==> src/rtl/stsr_cfg.svh <==
// Constants of the status-read command handler: codes, offsets, layout.
// Assumes inclusion by every design file that needs a number.
`ifndef STSR_CFG_SVH
`define STSR_CFG_SVH

// ****************************************
// Control characters and command letters
// ****************************************
`define STSR_ENQ 8'h05
`define STSR_EOT 8'h04
`define STSR_ACK 8'h06
`define STSR_NAK 8'h15
`define STSR_ETX 8'h03
`define STSR_CMD_UP 8'h52
`define STSR_CMD_LO 8'h72
`define STSR_TYPE_HI 8'h53
`define STSR_TYPE_LO 8'h54

// ****************************************
// Register offsets (byte addresses)
// ****************************************
`define STSR_OFS_CTRL 5'h00
`define STSR_OFS_STN 5'h04
`define STSR_OFS_INFO 5'h08
`define STSR_OFS_MODE 5'h0C
`define STSR_OFS_ERR 5'h10
`define STSR_OFS_STAT 5'h14

// ****************************************
// Reset values and field positions
// ****************************************
`define STSR_CTRL_RST 2'h1
`define STSR_CTRL_EN 0
`define STSR_CTRL_FNAK 1
`define STSR_CONN_LSB 8
`define STSR_ERR_RST 16'h0000

// ****************************************
// Reply layout
// ****************************************
`define STSR_PAY_IDX 6'h06
`define STSR_REC_CHARS 6'h28
`define STSR_ERR_CHARS 6'h04
`define STSR_POS_TYPE 5'h02
`define STSR_POS_VER 5'h04
`define STSR_POS_MODE 5'h05
`define STSR_POS_CONN 5'h07

`endif

==> src/rtl/stsr_pkg.sv <==
// Types shared by the status-read command handler.
// Assumes nothing of its surroundings.
`default_nettype none

package stsr_pkg;
    // Receive parser states
    typedef enum logic [3:0] {
        RX_IDLE, RX_STN_H, RX_STN_L, RX_CMD, RX_TY_H, RX_TY_L, RX_EOT, RX_CK_H, RX_CK_L
    } stsr_rx_t;
endpackage : stsr_pkg

`default_nettype wire

==> src/rtl/stsr_bcc.sv <==
// Running byte sum used for the frame checksum.
// Assumes a synchronous clear that may coincide with the first byte.
`default_nettype none

module stsr_cksum (
    // Clock and reset
    input wire logic clock,
    input wire logic rst_n,
    // Control
    input wire logic clr,
    input wire logic add,
    input wire logic [7:0] byte_in,
    // Result
    output logic [7:0] sum
);
    logic [7:0] sum_ff;
    logic [7:0] nxt_sum;

    // ****************************************
    // Accumulator
    // ****************************************
    // Clear restarts with the byte that arrives in the same cycle
    assign nxt_sum = clr ? (add ? byte_in : 8'h00) : (add ? sum_ff + byte_in : sum_ff);
    assign sum = sum_ff;

    // Low byte only; carries are dropped on purpose
    always_ff @(posedge clock or negedge rst_n) begin
        if (!rst_n) begin
            sum_ff <= 8'h00;
        end else begin
            sum_ff <= nxt_sum;
        end
    end
endmodule : stsr_cksum

`default_nettype wire

==> src/rtl/stsr_top.sv <==
// Status-read command handler: parses request frames, sends ACK/NAK replies.
// Assumes byte streams from and to a UART with valid/ready handshakes.
//
// The Avalon-MM register port and the address map were left to the implementer.
`include "stsr_cfg.svh"
`default_nettype none

module stsr_top #(
    parameter logic [7:0] CPU_TYPE_RST = 8'h5A, // Arbitrary value
    parameter logic [7:0] VER_RST = 8'h10
) (
    // Clock and reset
    input wire logic clock,
    input wire logic nrst,
    // Avalon-MM slave
    input wire logic [4:0] avs_address,
    input wire logic avs_read,
    input wire logic avs_write,
    input wire logic [31:0] avs_writedata,
    input wire logic [3:0] avs_byteenable,
    output logic [31:0] avs_readdata,
    output logic avs_waitrequest,
    // Received bytes
    input wire logic rx_valid,
    input wire logic [7:0] rx_data,
    output logic rx_ready,
    // Transmitted bytes
    output logic tx_valid,
    output logic [7:0] tx_data,
    input wire logic tx_ready
);
    import stsr_pkg::*;

    // ****************************************
    // Helpers
    // ****************************************
    // Nibble to upper-case ASCII hex
    function automatic logic [7:0] nib2hex(input logic [3:0] n);
        nib2hex = (n < 4'hA) ? (8'h30 + {4'h0, n}) : (8'h37 + {4'h0, n});
    endfunction : nib2hex

    // ASCII hex to {valid, nibble}; both letter cases accepted
    function automatic logic [4:0] hex2nib(input logic [7:0] c);
        if (c >= 8'h30 && c <= 8'h39) hex2nib = {1'b1, c[3:0]};
        else if ((c >= 8'h41 && c <= 8'h46) || (c >= 8'h61 && c <= 8'h66))
            hex2nib = {1'b1, c[3:0] + 4'h9};
        else hex2nib = 5'h00;
    endfunction : hex2nib

    // Byte-lane merge for writes
    function automatic logic [31:0] merge(input logic [31:0] o, input logic [31:0] n,
                                          input logic [3:0] be);
        for (int i = 0; i < 4; i++) merge[i*8 +: 8] = be[i] ? n[i*8 +: 8] : o[i*8 +: 8];
    endfunction : merge

    // ****************************************
    // Reset synchroniser
    // ****************************************
    logic rst_meta_ff;
    logic rst_n; // Synchronised reset used everywhere else

    always_ff @(posedge clock or negedge nrst) begin
        if (!nrst) begin
            rst_meta_ff <= 1'b0;
            rst_n <= 1'b0;
        end else begin
            rst_meta_ff <= 1'b1;
            rst_n <= rst_meta_ff;
        end
    end

    // ****************************************
    // Register file
    // ****************************************
    logic [1:0] ctrl_ff; // Enable, force NAK
    logic [7:0] stn_ff; // Own station number
    logic [15:0] info_ff; // {version, CPU type}
    logic [9:0] mode_ff; // [1:0] mode select, [9:8] connection
    logic [15:0] err_ff; // Error code sent in NAK
    logic [15:0] cnt_ff; // Replies started
    logic ack_ff; // Bus answer pulse
    logic [31:0] rdat_ff;
    logic tx_busy_ff;
    wire req = avs_read | avs_write;
    wire wr_go = avs_write & ack_ff;
    wire [31:0] stat_w = {15'h0000, tx_busy_ff, cnt_ff};
    // Unmapped reads return zero
    wire [31:0] rd_mux =
        (avs_address == `STSR_OFS_CTRL) ? {30'h00000000, ctrl_ff} :
        (avs_address == `STSR_OFS_STN) ? {24'h000000, stn_ff} :
        (avs_address == `STSR_OFS_INFO) ? {16'h0000, info_ff} :
        (avs_address == `STSR_OFS_MODE) ? {22'h000000, mode_ff} :
        (avs_address == `STSR_OFS_ERR) ? {16'h0000, err_ff} :
        (avs_address == `STSR_OFS_STAT) ? stat_w : 32'h00000000;
    wire [31:0] wm_ctrl = merge({30'h00000000, ctrl_ff}, avs_writedata, avs_byteenable);
    wire [31:0] wm_stn = merge({24'h000000, stn_ff}, avs_writedata, avs_byteenable);
    wire [31:0] wm_info = merge({16'h0000, info_ff}, avs_writedata, avs_byteenable);
    wire [31:0] wm_mode = merge({22'h000000, mode_ff}, avs_writedata, avs_byteenable);
    wire [31:0] wm_err = merge({16'h0000, err_ff}, avs_writedata, avs_byteenable);

    // One wait cycle per access, then the answer
    assign avs_waitrequest = req & ~ack_ff;
    assign avs_readdata = rdat_ff;

    // Answer strobe and read data
    always_ff @(posedge clock or negedge rst_n) begin
        if (!rst_n) begin
            ack_ff <= 1'b0;
            rdat_ff <= 32'h00000000;
        end else begin
            ack_ff <= req & ~ack_ff;
            rdat_ff <= rd_mux;
        end
    end

    // Writable registers; unmapped writes are dropped
    always_ff @(posedge clock or negedge rst_n) begin
        if (!rst_n) begin
            ctrl_ff <= `STSR_CTRL_RST;
            stn_ff <= 8'h00;
            info_ff <= {VER_RST, CPU_TYPE_RST};
            mode_ff <= 10'h000;
            err_ff <= `STSR_ERR_RST;
        end else if (wr_go) begin
            if (avs_address == `STSR_OFS_CTRL) ctrl_ff <= wm_ctrl[1:0];
            if (avs_address == `STSR_OFS_STN) stn_ff <= wm_stn[7:0];
            if (avs_address == `STSR_OFS_INFO) info_ff <= wm_info[15:0];
            if (avs_address == `STSR_OFS_MODE) mode_ff <= wm_mode[9:0];
            if (avs_address == `STSR_OFS_ERR) err_ff <= wm_err[15:0];
        end
    end

    // ****************************************
    // Request parser
    // ****************************************
    stsr_rx_t rx_st_ff, nxt_rx_st;
    logic stn_ok_ff; // Station chars matched so far
    logic lower_ff; // Lowercase command seen
    logic [3:0] ck_hi_ff; // First checksum nibble
    logic ck_ok_ff; // First checksum char was hex
    logic [7:0] rx_sum;
    logic tx_valid_ff;
    logic [7:0] tx_data_ff;
    wire rx_take = rx_valid & rx_ready;
    wire is_enq = rx_data == `STSR_ENQ;
    wire [4:0] rx_hex = hex2nib(rx_data);
    wire stn_hit_h = rx_hex[4] & (rx_hex[3:0] == stn_ff[7:4]);
    wire stn_hit_l = rx_hex[4] & (rx_hex[3:0] == stn_ff[3:0]);
    // ENQ always opens a new sum, even where it cuts a checksum pair short
    wire adding = rx_take & (is_enq | ((rx_st_ff != RX_CK_H) & (rx_st_ff != RX_CK_L) &
                  (rx_st_ff != RX_IDLE)));
    wire eot_end = rx_take & (rx_st_ff == RX_EOT) & (rx_data == `STSR_EOT);
    wire rx_eof = (eot_end & ~lower_ff) | (rx_take & (rx_st_ff == RX_CK_L));
    // Compare received checksum with the sum held since EOT
    wire sum_ok = ~lower_ff | (ck_ok_ff & rx_hex[4] & ({ck_hi_ff, rx_hex[3:0]} == rx_sum));
    wire reply_go = rx_eof & stn_ok_ff & ctrl_ff[`STSR_CTRL_EN];
    wire nak_now = ctrl_ff[`STSR_CTRL_FNAK] | ~sum_ok;

    // Accept only while no reply is pending
    assign rx_ready = ~tx_busy_ff & ~tx_valid_ff;

    stsr_cksum u_rx_cksum (
        .clock(clock),
        .rst_n(rst_n),
        .clr(rx_take & is_enq),
        .add(adding),
        .byte_in(rx_data),
        .sum(rx_sum)
    );

    // Next state; a stray byte before the checksum drops the frame, ENQ restarts it
    always_comb begin
        nxt_rx_st = rx_st_ff;
        if (rx_take) begin
            unique case (rx_st_ff)
                RX_IDLE: nxt_rx_st = is_enq ? RX_STN_H : RX_IDLE;
                RX_STN_H: nxt_rx_st = rx_hex[4] ? RX_STN_L : RX_IDLE;
                RX_STN_L: nxt_rx_st = rx_hex[4] ? RX_CMD : RX_IDLE;
                RX_CMD: begin
                    nxt_rx_st = (rx_data == `STSR_CMD_UP || rx_data == `STSR_CMD_LO) ?
                                RX_TY_H : RX_IDLE;
                end
                RX_TY_H: nxt_rx_st = (rx_data == `STSR_TYPE_HI) ? RX_TY_L : RX_IDLE;
                RX_TY_L: nxt_rx_st = (rx_data == `STSR_TYPE_LO) ? RX_EOT : RX_IDLE;
                RX_EOT: begin
                    nxt_rx_st = (rx_data != `STSR_EOT) ? RX_IDLE :
                                (lower_ff ? RX_CK_H : RX_IDLE);
                end
                RX_CK_H: nxt_rx_st = RX_CK_L;
                RX_CK_L: nxt_rx_st = RX_IDLE;
            endcase
            if (is_enq) nxt_rx_st = RX_STN_H;
        end
    end

    // Parser state and frame attributes
    always_ff @(posedge clock or negedge rst_n) begin
        if (!rst_n) begin
            rx_st_ff <= RX_IDLE;
            stn_ok_ff <= 1'b0;
            lower_ff <= 1'b0;
            ck_hi_ff <= 4'h0;
            ck_ok_ff <= 1'b0;
        end else begin
            rx_st_ff <= nxt_rx_st;
            if (rx_take && rx_st_ff == RX_STN_H) stn_ok_ff <= stn_hit_h;
            if (rx_take && rx_st_ff == RX_STN_L) stn_ok_ff <= stn_ok_ff & stn_hit_l;
            if (rx_take && rx_st_ff == RX_CMD) lower_ff <= rx_data == `STSR_CMD_LO;
            if (rx_take && rx_st_ff == RX_CK_H) begin
                ck_hi_ff <= rx_hex[3:0];
                ck_ok_ff <= rx_hex[4];
            end
        end
    end

    // ****************************************
    // Reply generator
    // ****************************************
    logic nak_ff; // Reply is NAK
    logic [5:0] idx_ff; // Next byte position
    logic [7:0] tx_sum;
    wire [5:0] etx_idx = `STSR_PAY_IDX + (nak_ff ? `STSR_ERR_CHARS : `STSR_REC_CHARS);
    wire [5:0] last_idx = lower_ff ? etx_idx + 6'h02 : etx_idx;
    wire [5:0] pidx = idx_ff - `STSR_PAY_IDX;
    wire [7:0] mode_b = 8'h02 << mode_ff[1:0];
    wire [7:0] conn_b = {6'h00, mode_ff[`STSR_CONN_LSB +: 2]};
    // Record byte selected by payload position; unused bytes are zero
    wire [7:0] rec_b =
        (pidx[5:1] == `STSR_POS_TYPE) ? info_ff[7:0] :
        (pidx[5:1] == `STSR_POS_VER) ? info_ff[15:8] :
        (pidx[5:1] == `STSR_POS_MODE) ? mode_b :
        (pidx[5:1] == `STSR_POS_CONN) ? conn_b : 8'h00;
    wire [3:0] rec_n = pidx[0] ? rec_b[3:0] : rec_b[7:4];
    wire [3:0] err_n = err_ff[{~pidx[1:0], 2'b00} +: 4];
    wire [7:0] cur_b =
        (idx_ff == 6'h00) ? (nak_ff ? `STSR_NAK : `STSR_ACK) :
        (idx_ff == 6'h01) ? nib2hex(stn_ff[7:4]) :
        (idx_ff == 6'h02) ? nib2hex(stn_ff[3:0]) :
        (idx_ff == 6'h03) ? (lower_ff ? `STSR_CMD_LO : `STSR_CMD_UP) :
        (idx_ff == 6'h04) ? `STSR_TYPE_HI :
        (idx_ff == 6'h05) ? `STSR_TYPE_LO :
        (idx_ff < etx_idx) ? nib2hex(nak_ff ? err_n : rec_n) :
        (idx_ff == etx_idx) ? `STSR_ETX :
        (idx_ff == etx_idx + 6'h01) ? nib2hex(tx_sum[7:4]) : nib2hex(tx_sum[3:0]);
    wire load = tx_busy_ff & (~tx_valid_ff | tx_ready);

    assign tx_valid = tx_valid_ff;
    assign tx_data = tx_data_ff;

    // Sum of header through ETX; frozen while the checksum goes out
    stsr_cksum u_tx_cksum (
        .clock(clock),
        .rst_n(rst_n),
        .clr(reply_go),
        .add(load & (idx_ff <= etx_idx)),
        .byte_in(cur_b),
        .sum(tx_sum)
    );

    // Byte sequencer; the output register holds until taken
    always_ff @(posedge clock or negedge rst_n) begin
        if (!rst_n) begin
            tx_busy_ff <= 1'b0;
            nak_ff <= 1'b0;
            idx_ff <= 6'h00;
            tx_valid_ff <= 1'b0;
            tx_data_ff <= 8'h00;
            cnt_ff <= 16'h0000;
        end else if (reply_go) begin
            tx_busy_ff <= 1'b1;
            nak_ff <= nak_now;
            idx_ff <= 6'h00;
            cnt_ff <= cnt_ff + 16'h0001;
        end else if (load) begin
            tx_valid_ff <= 1'b1;
            tx_data_ff <= cur_b;
            idx_ff <= idx_ff + 6'h01;
            tx_busy_ff <= idx_ff != last_idx;
        end else if (tx_ready) begin
            tx_valid_ff <= 1'b0;
        end
    end
endmodule : stsr_top

`default_nettype wire

==> config.mk <==
export PLATFORM = sky130hd
export DESIGN_NAME = stsr_top
export DESIGN_NICKNAME = d
export VERILOG_FILES = /design/src/rtl/stsr_pkg.sv /design/src/rtl/stsr_bcc.sv /design/src/rtl/stsr_top.sv
export VERILOG_INCLUDE_DIRS = /design/src /design/src/rtl
export SDC_FILE = /design/constraint.sdc
export NUM_CORES = 1
export LEC_CHECK = 0
export ABC_AREA = 1
export BUFFER_PORTS_ARGS = -buffer_cell sky130_fd_sc_hd__buf_2
export CORE_ASPECT_RATIO = 0.5
export CORE_MARGIN = 2
export CORE_UTILIZATION = 30
export DETAILED_ROUTE_END_ITERATION = 8
export GPL_TIMING_DRIVEN = 0
export SETUP_SLACK_MARGIN = 0.3
export SYNTH_ARGS = -nofsm -noshare
export SYNTH_HDL_FRONTEND = slang
export SYNTH_SLANG_ARGS = --single-unit
==> constraint.sdc <==
create_clock -name clock -period 4.3 [get_ports clock]
set_input_delay 0.645 -clock clock [delete_from_list [all_inputs] [get_ports clock]]
set_output_delay 0.645 -clock clock [all_outputs]
set_load 0.005 [all_outputs]
==> metrics.cfg <==
[place]
preCtsSetupSlack_ns = 0.0577
port_buffers = 63
placed_area_um2 = 8930
dpl.hpwl_um = 17800
gp_congestion = 0.901

[timing]
finalMaxSlewViolations = 0
timing.final.crit_share_pct = 88.7
slew_headroom_pct = 36.6
setup_ws_ns = 0.487
hold_viol_final = 0
max_freq_mhz = 262
rsz0062_at_grt = yes
final-setup-viol-count = 0
clock_skew_ns = 0.0108
fin_crit_ns = 3.81
tightestPinTransition_ns = 0.947

[clock_tree]
clock_path_buffers = 2
clockRootBuffer = clkbuf_16
clkLatencyLatePin_ns = 0.43
cts_num_sinks = 131
cts.clk_slew.worst_paths_ns = 0.06
htreeDepth = 4
cts_made_buffers = 17
cts_tree = done

[floorplan]
die_w_um = 236
start_util_pct = 30.5
design.portCount = 98
fp.dieArea_um2 = 28300
core_area_um2 = 26400
dieHeight_um = 120
core.rowCount = 42

[yosys]
yosysTopAreaCell = dfrtp_1
synth_area_um2 = 8060
ys_warn_count = 0
syn_avg_cell_area_um2 = 7.60
async_reset_ff_share_pct = 100
synth_area_leaders = dfrtp_1 39%, nand2_1 11%, o21ai_0 6.8%
ys.flop_type = dfrtp_1
synth-edff-count = 0
netlist_instances = 1060
synth_cell_types = 51
yosys.area.top_type_share_pct = 38.8
ys_seq_area_share_pct = 40.8
synth_seq_cells = 131

[route]
drc = 0
wire_per_inst_um = 15.4
routed_wl_um = 23800
drt.antenna.violating_nets = 0
vias = 7633
drt-pass1-iter-count = 7
drtIter0Drc = 606
vias_per_cell = 4.95

[global_route]
grt_pass1_wl_um = 38200
grt.overflow.total = 0
antenna_found_initial = 0
grt_max_degree = 54
grt_usage_pct = 17.1
grt_pass1_vias = 7390

[layout]
final_core_util_pct = 36.9
finalNetCount = 1267
syn_to_final_growth_pct = 21.2
drive_above_1_share_pct = 17.6
num_antenna_cells = 0
design_area_um2 = 9760

[power]
ir_worst_vdd_v = 0.000200
p_total_uw = 3430
p_per_area_nw_per_um2 = 351
p_leak_uw = 0.00475

[setup_path]
critical_path_arrival_ns = 4.13
end_kind = flop
worstSetupStartpointType = flop
critical-path-top-delay-family = simple AND/OR/NAND/NOR gates
reg2reg_slack_ns = 0.49
slowest_delay_ns = 0.53
slowest_stage = nor3_1
cp_max_fo = 11
reg2regPathDepth = 22
crit_buf_inv = 8
path_class = reg2reg
cp_data_required_time_ns = 4.61
worst_path_most_repeated_cell = inv_1
r2r-start = idx_ff[0]
cp_cell_sequence = inv_2 -> buf_4 -> ha_1 -> inv_1 -> nor3_1 -> inv_1 -> nor2_1 -> inv_1 -> nand2_2 -> ha_1 -> nand3_1 -> nand2_2 -> a21oi_2 -> inv_1 -> a21oi_2 -> inv_1 -> a21oi_2 -> inv_1 -> a21oi_2 -> a21oi_2 -> o21ai_1 -> a21oi_1
worst_r2r_endpoint = u_tx_cksum.sum[7]

[worst_hold_path]
hold_class = reg2async

[outcome]
status = complete, no violations

[flow_run]
maxCapViolations = 0

==> registers in the layout (all words and copies together), names as in the netlist, 8 cells and up <==
name,cells
u_rx_cksum.sum,8
cnt_ff,16
avs_readdata,17
u_tx_cksum.sum,8
stn_ff,8
info_ff,16
err_ff,16
mode_ff,10
==> cell usage in the layout (no fill, tap or decap), types with 6 or more instances in the layout <==
master,n
a21oi_2,9
nand2_2,13
o221ai_1,7
clkbuf_1,14
a21oi_1,38
buf_2,65
a221oi_1,6
conb_1,17
dfstp_2,6
o211ai_1,7
nand3_1,53
inv_2,7
o21ai_1,6
nand2_1,228
nand4_1,13
ha_1,28
nor2_1,99
buf_4,35
inv_1,140
o21ai_0,105
xor2_1,22
o22ai_1,8
nor3_1,22
dfrtp_1,119
clkbuf_16,17
==> through the flow <==
| step | TNS (ns) | hold WS (ns) | std cells |
|---|---|---|---|
| after floorplan | 0 | 0.331 | 1075 |
| after global placement | -148.76 | 0.337 | 1490 |
| after detailed placement | 0 | 0.308 | 1492 |
| after CTS | 0 | 0.317 | 1527 |
| after global routing | 0 | 0.345 | 1543 |
| final | 0 | 0.299 | 1543 |
==> cells in the mapped netlist (8+ instances only) <==
cell type,n
xor2_1,22
nand4_1,13
ha_1,32
inv_1,145
a21oi_1,46
o22ai_1,8
buf_4,18
nor2_1,100
nand2_1,237
dfrtp_1,125
nor3_1,23
nand3_1,54
clkbuf_1,12
o21ai_0,109
==> final cells by class <==
cell class / instances / area (µm²)
clock inverter: 13 / 104
timing repair buffer: 84 / 515
inverter: 151 / 574
tap: 352 / 440
fill: 2717 / 16700
multi-input combinational: 759 / 4180
sequential: 131 / 3300
clock buffer: 19 / 433
buffer: 34 / 216
==> how the worst max path moves through the flow <==
stage / start / endpoint / slack (ns) / depth (start not counted)
after floorplan: rst_n / ack_ff / 0.39 / 0
after global placement: rst_n / u_tx_cksum.sum[4] / -1.22 / 0
after detailed placement: nak_ff / u_tx_cksum.sum[6] / 0.06 / 26
after CTS: idx_ff[1] / u_tx_cksum.sum[7] / 0.30 / 31
after global routing: idx_ff[0] / u_tx_cksum.sum[7] / 0.18 / 22
final: idx_ff[0] / u_tx_cksum.sum[7] / 0.49 / 22
==> kinds of logic after synthesis <==
group                      share of synthesized area (%)
and+or+nand+nor                                     25.0
AOI/OAI and AO/OA                                   16.1
buffers and inverters                               9.58
DFF                                                 40.8
adders and majority gates                           5.47
xor gates and xnor gates                            2.94
other                                             0.0932
==> power breakdown <==
part / internal [µW] / total, µW / switching, µW
Sequential: 1330 / 1430 / 102
Clock: 745 / 1360 / 613
Combinational: 258 / 641 / 383
==> routing by layer <==
layer / track usage (%) / vias up / wire [µm]
met5: 0 / - / 0
met4: 5.69 / 0 / 452
met3: 3.22 / 38 / 1010
met2: 28.5 / 227 / 11400
met1: 22.5 / 3647 / 11000
li1: - / 3721 / -
==> repair_timing <==
action	CTS	global route
endpoints found under the setup margin	2	4
gates resized for setup	11	40
hold buffers	1	0
hold endpoints to repair	2	0
pin swaps	1	26
cloned	0	0
buffers inserted	2	16
Note: power is estimated with default switching activity, not from simulation.
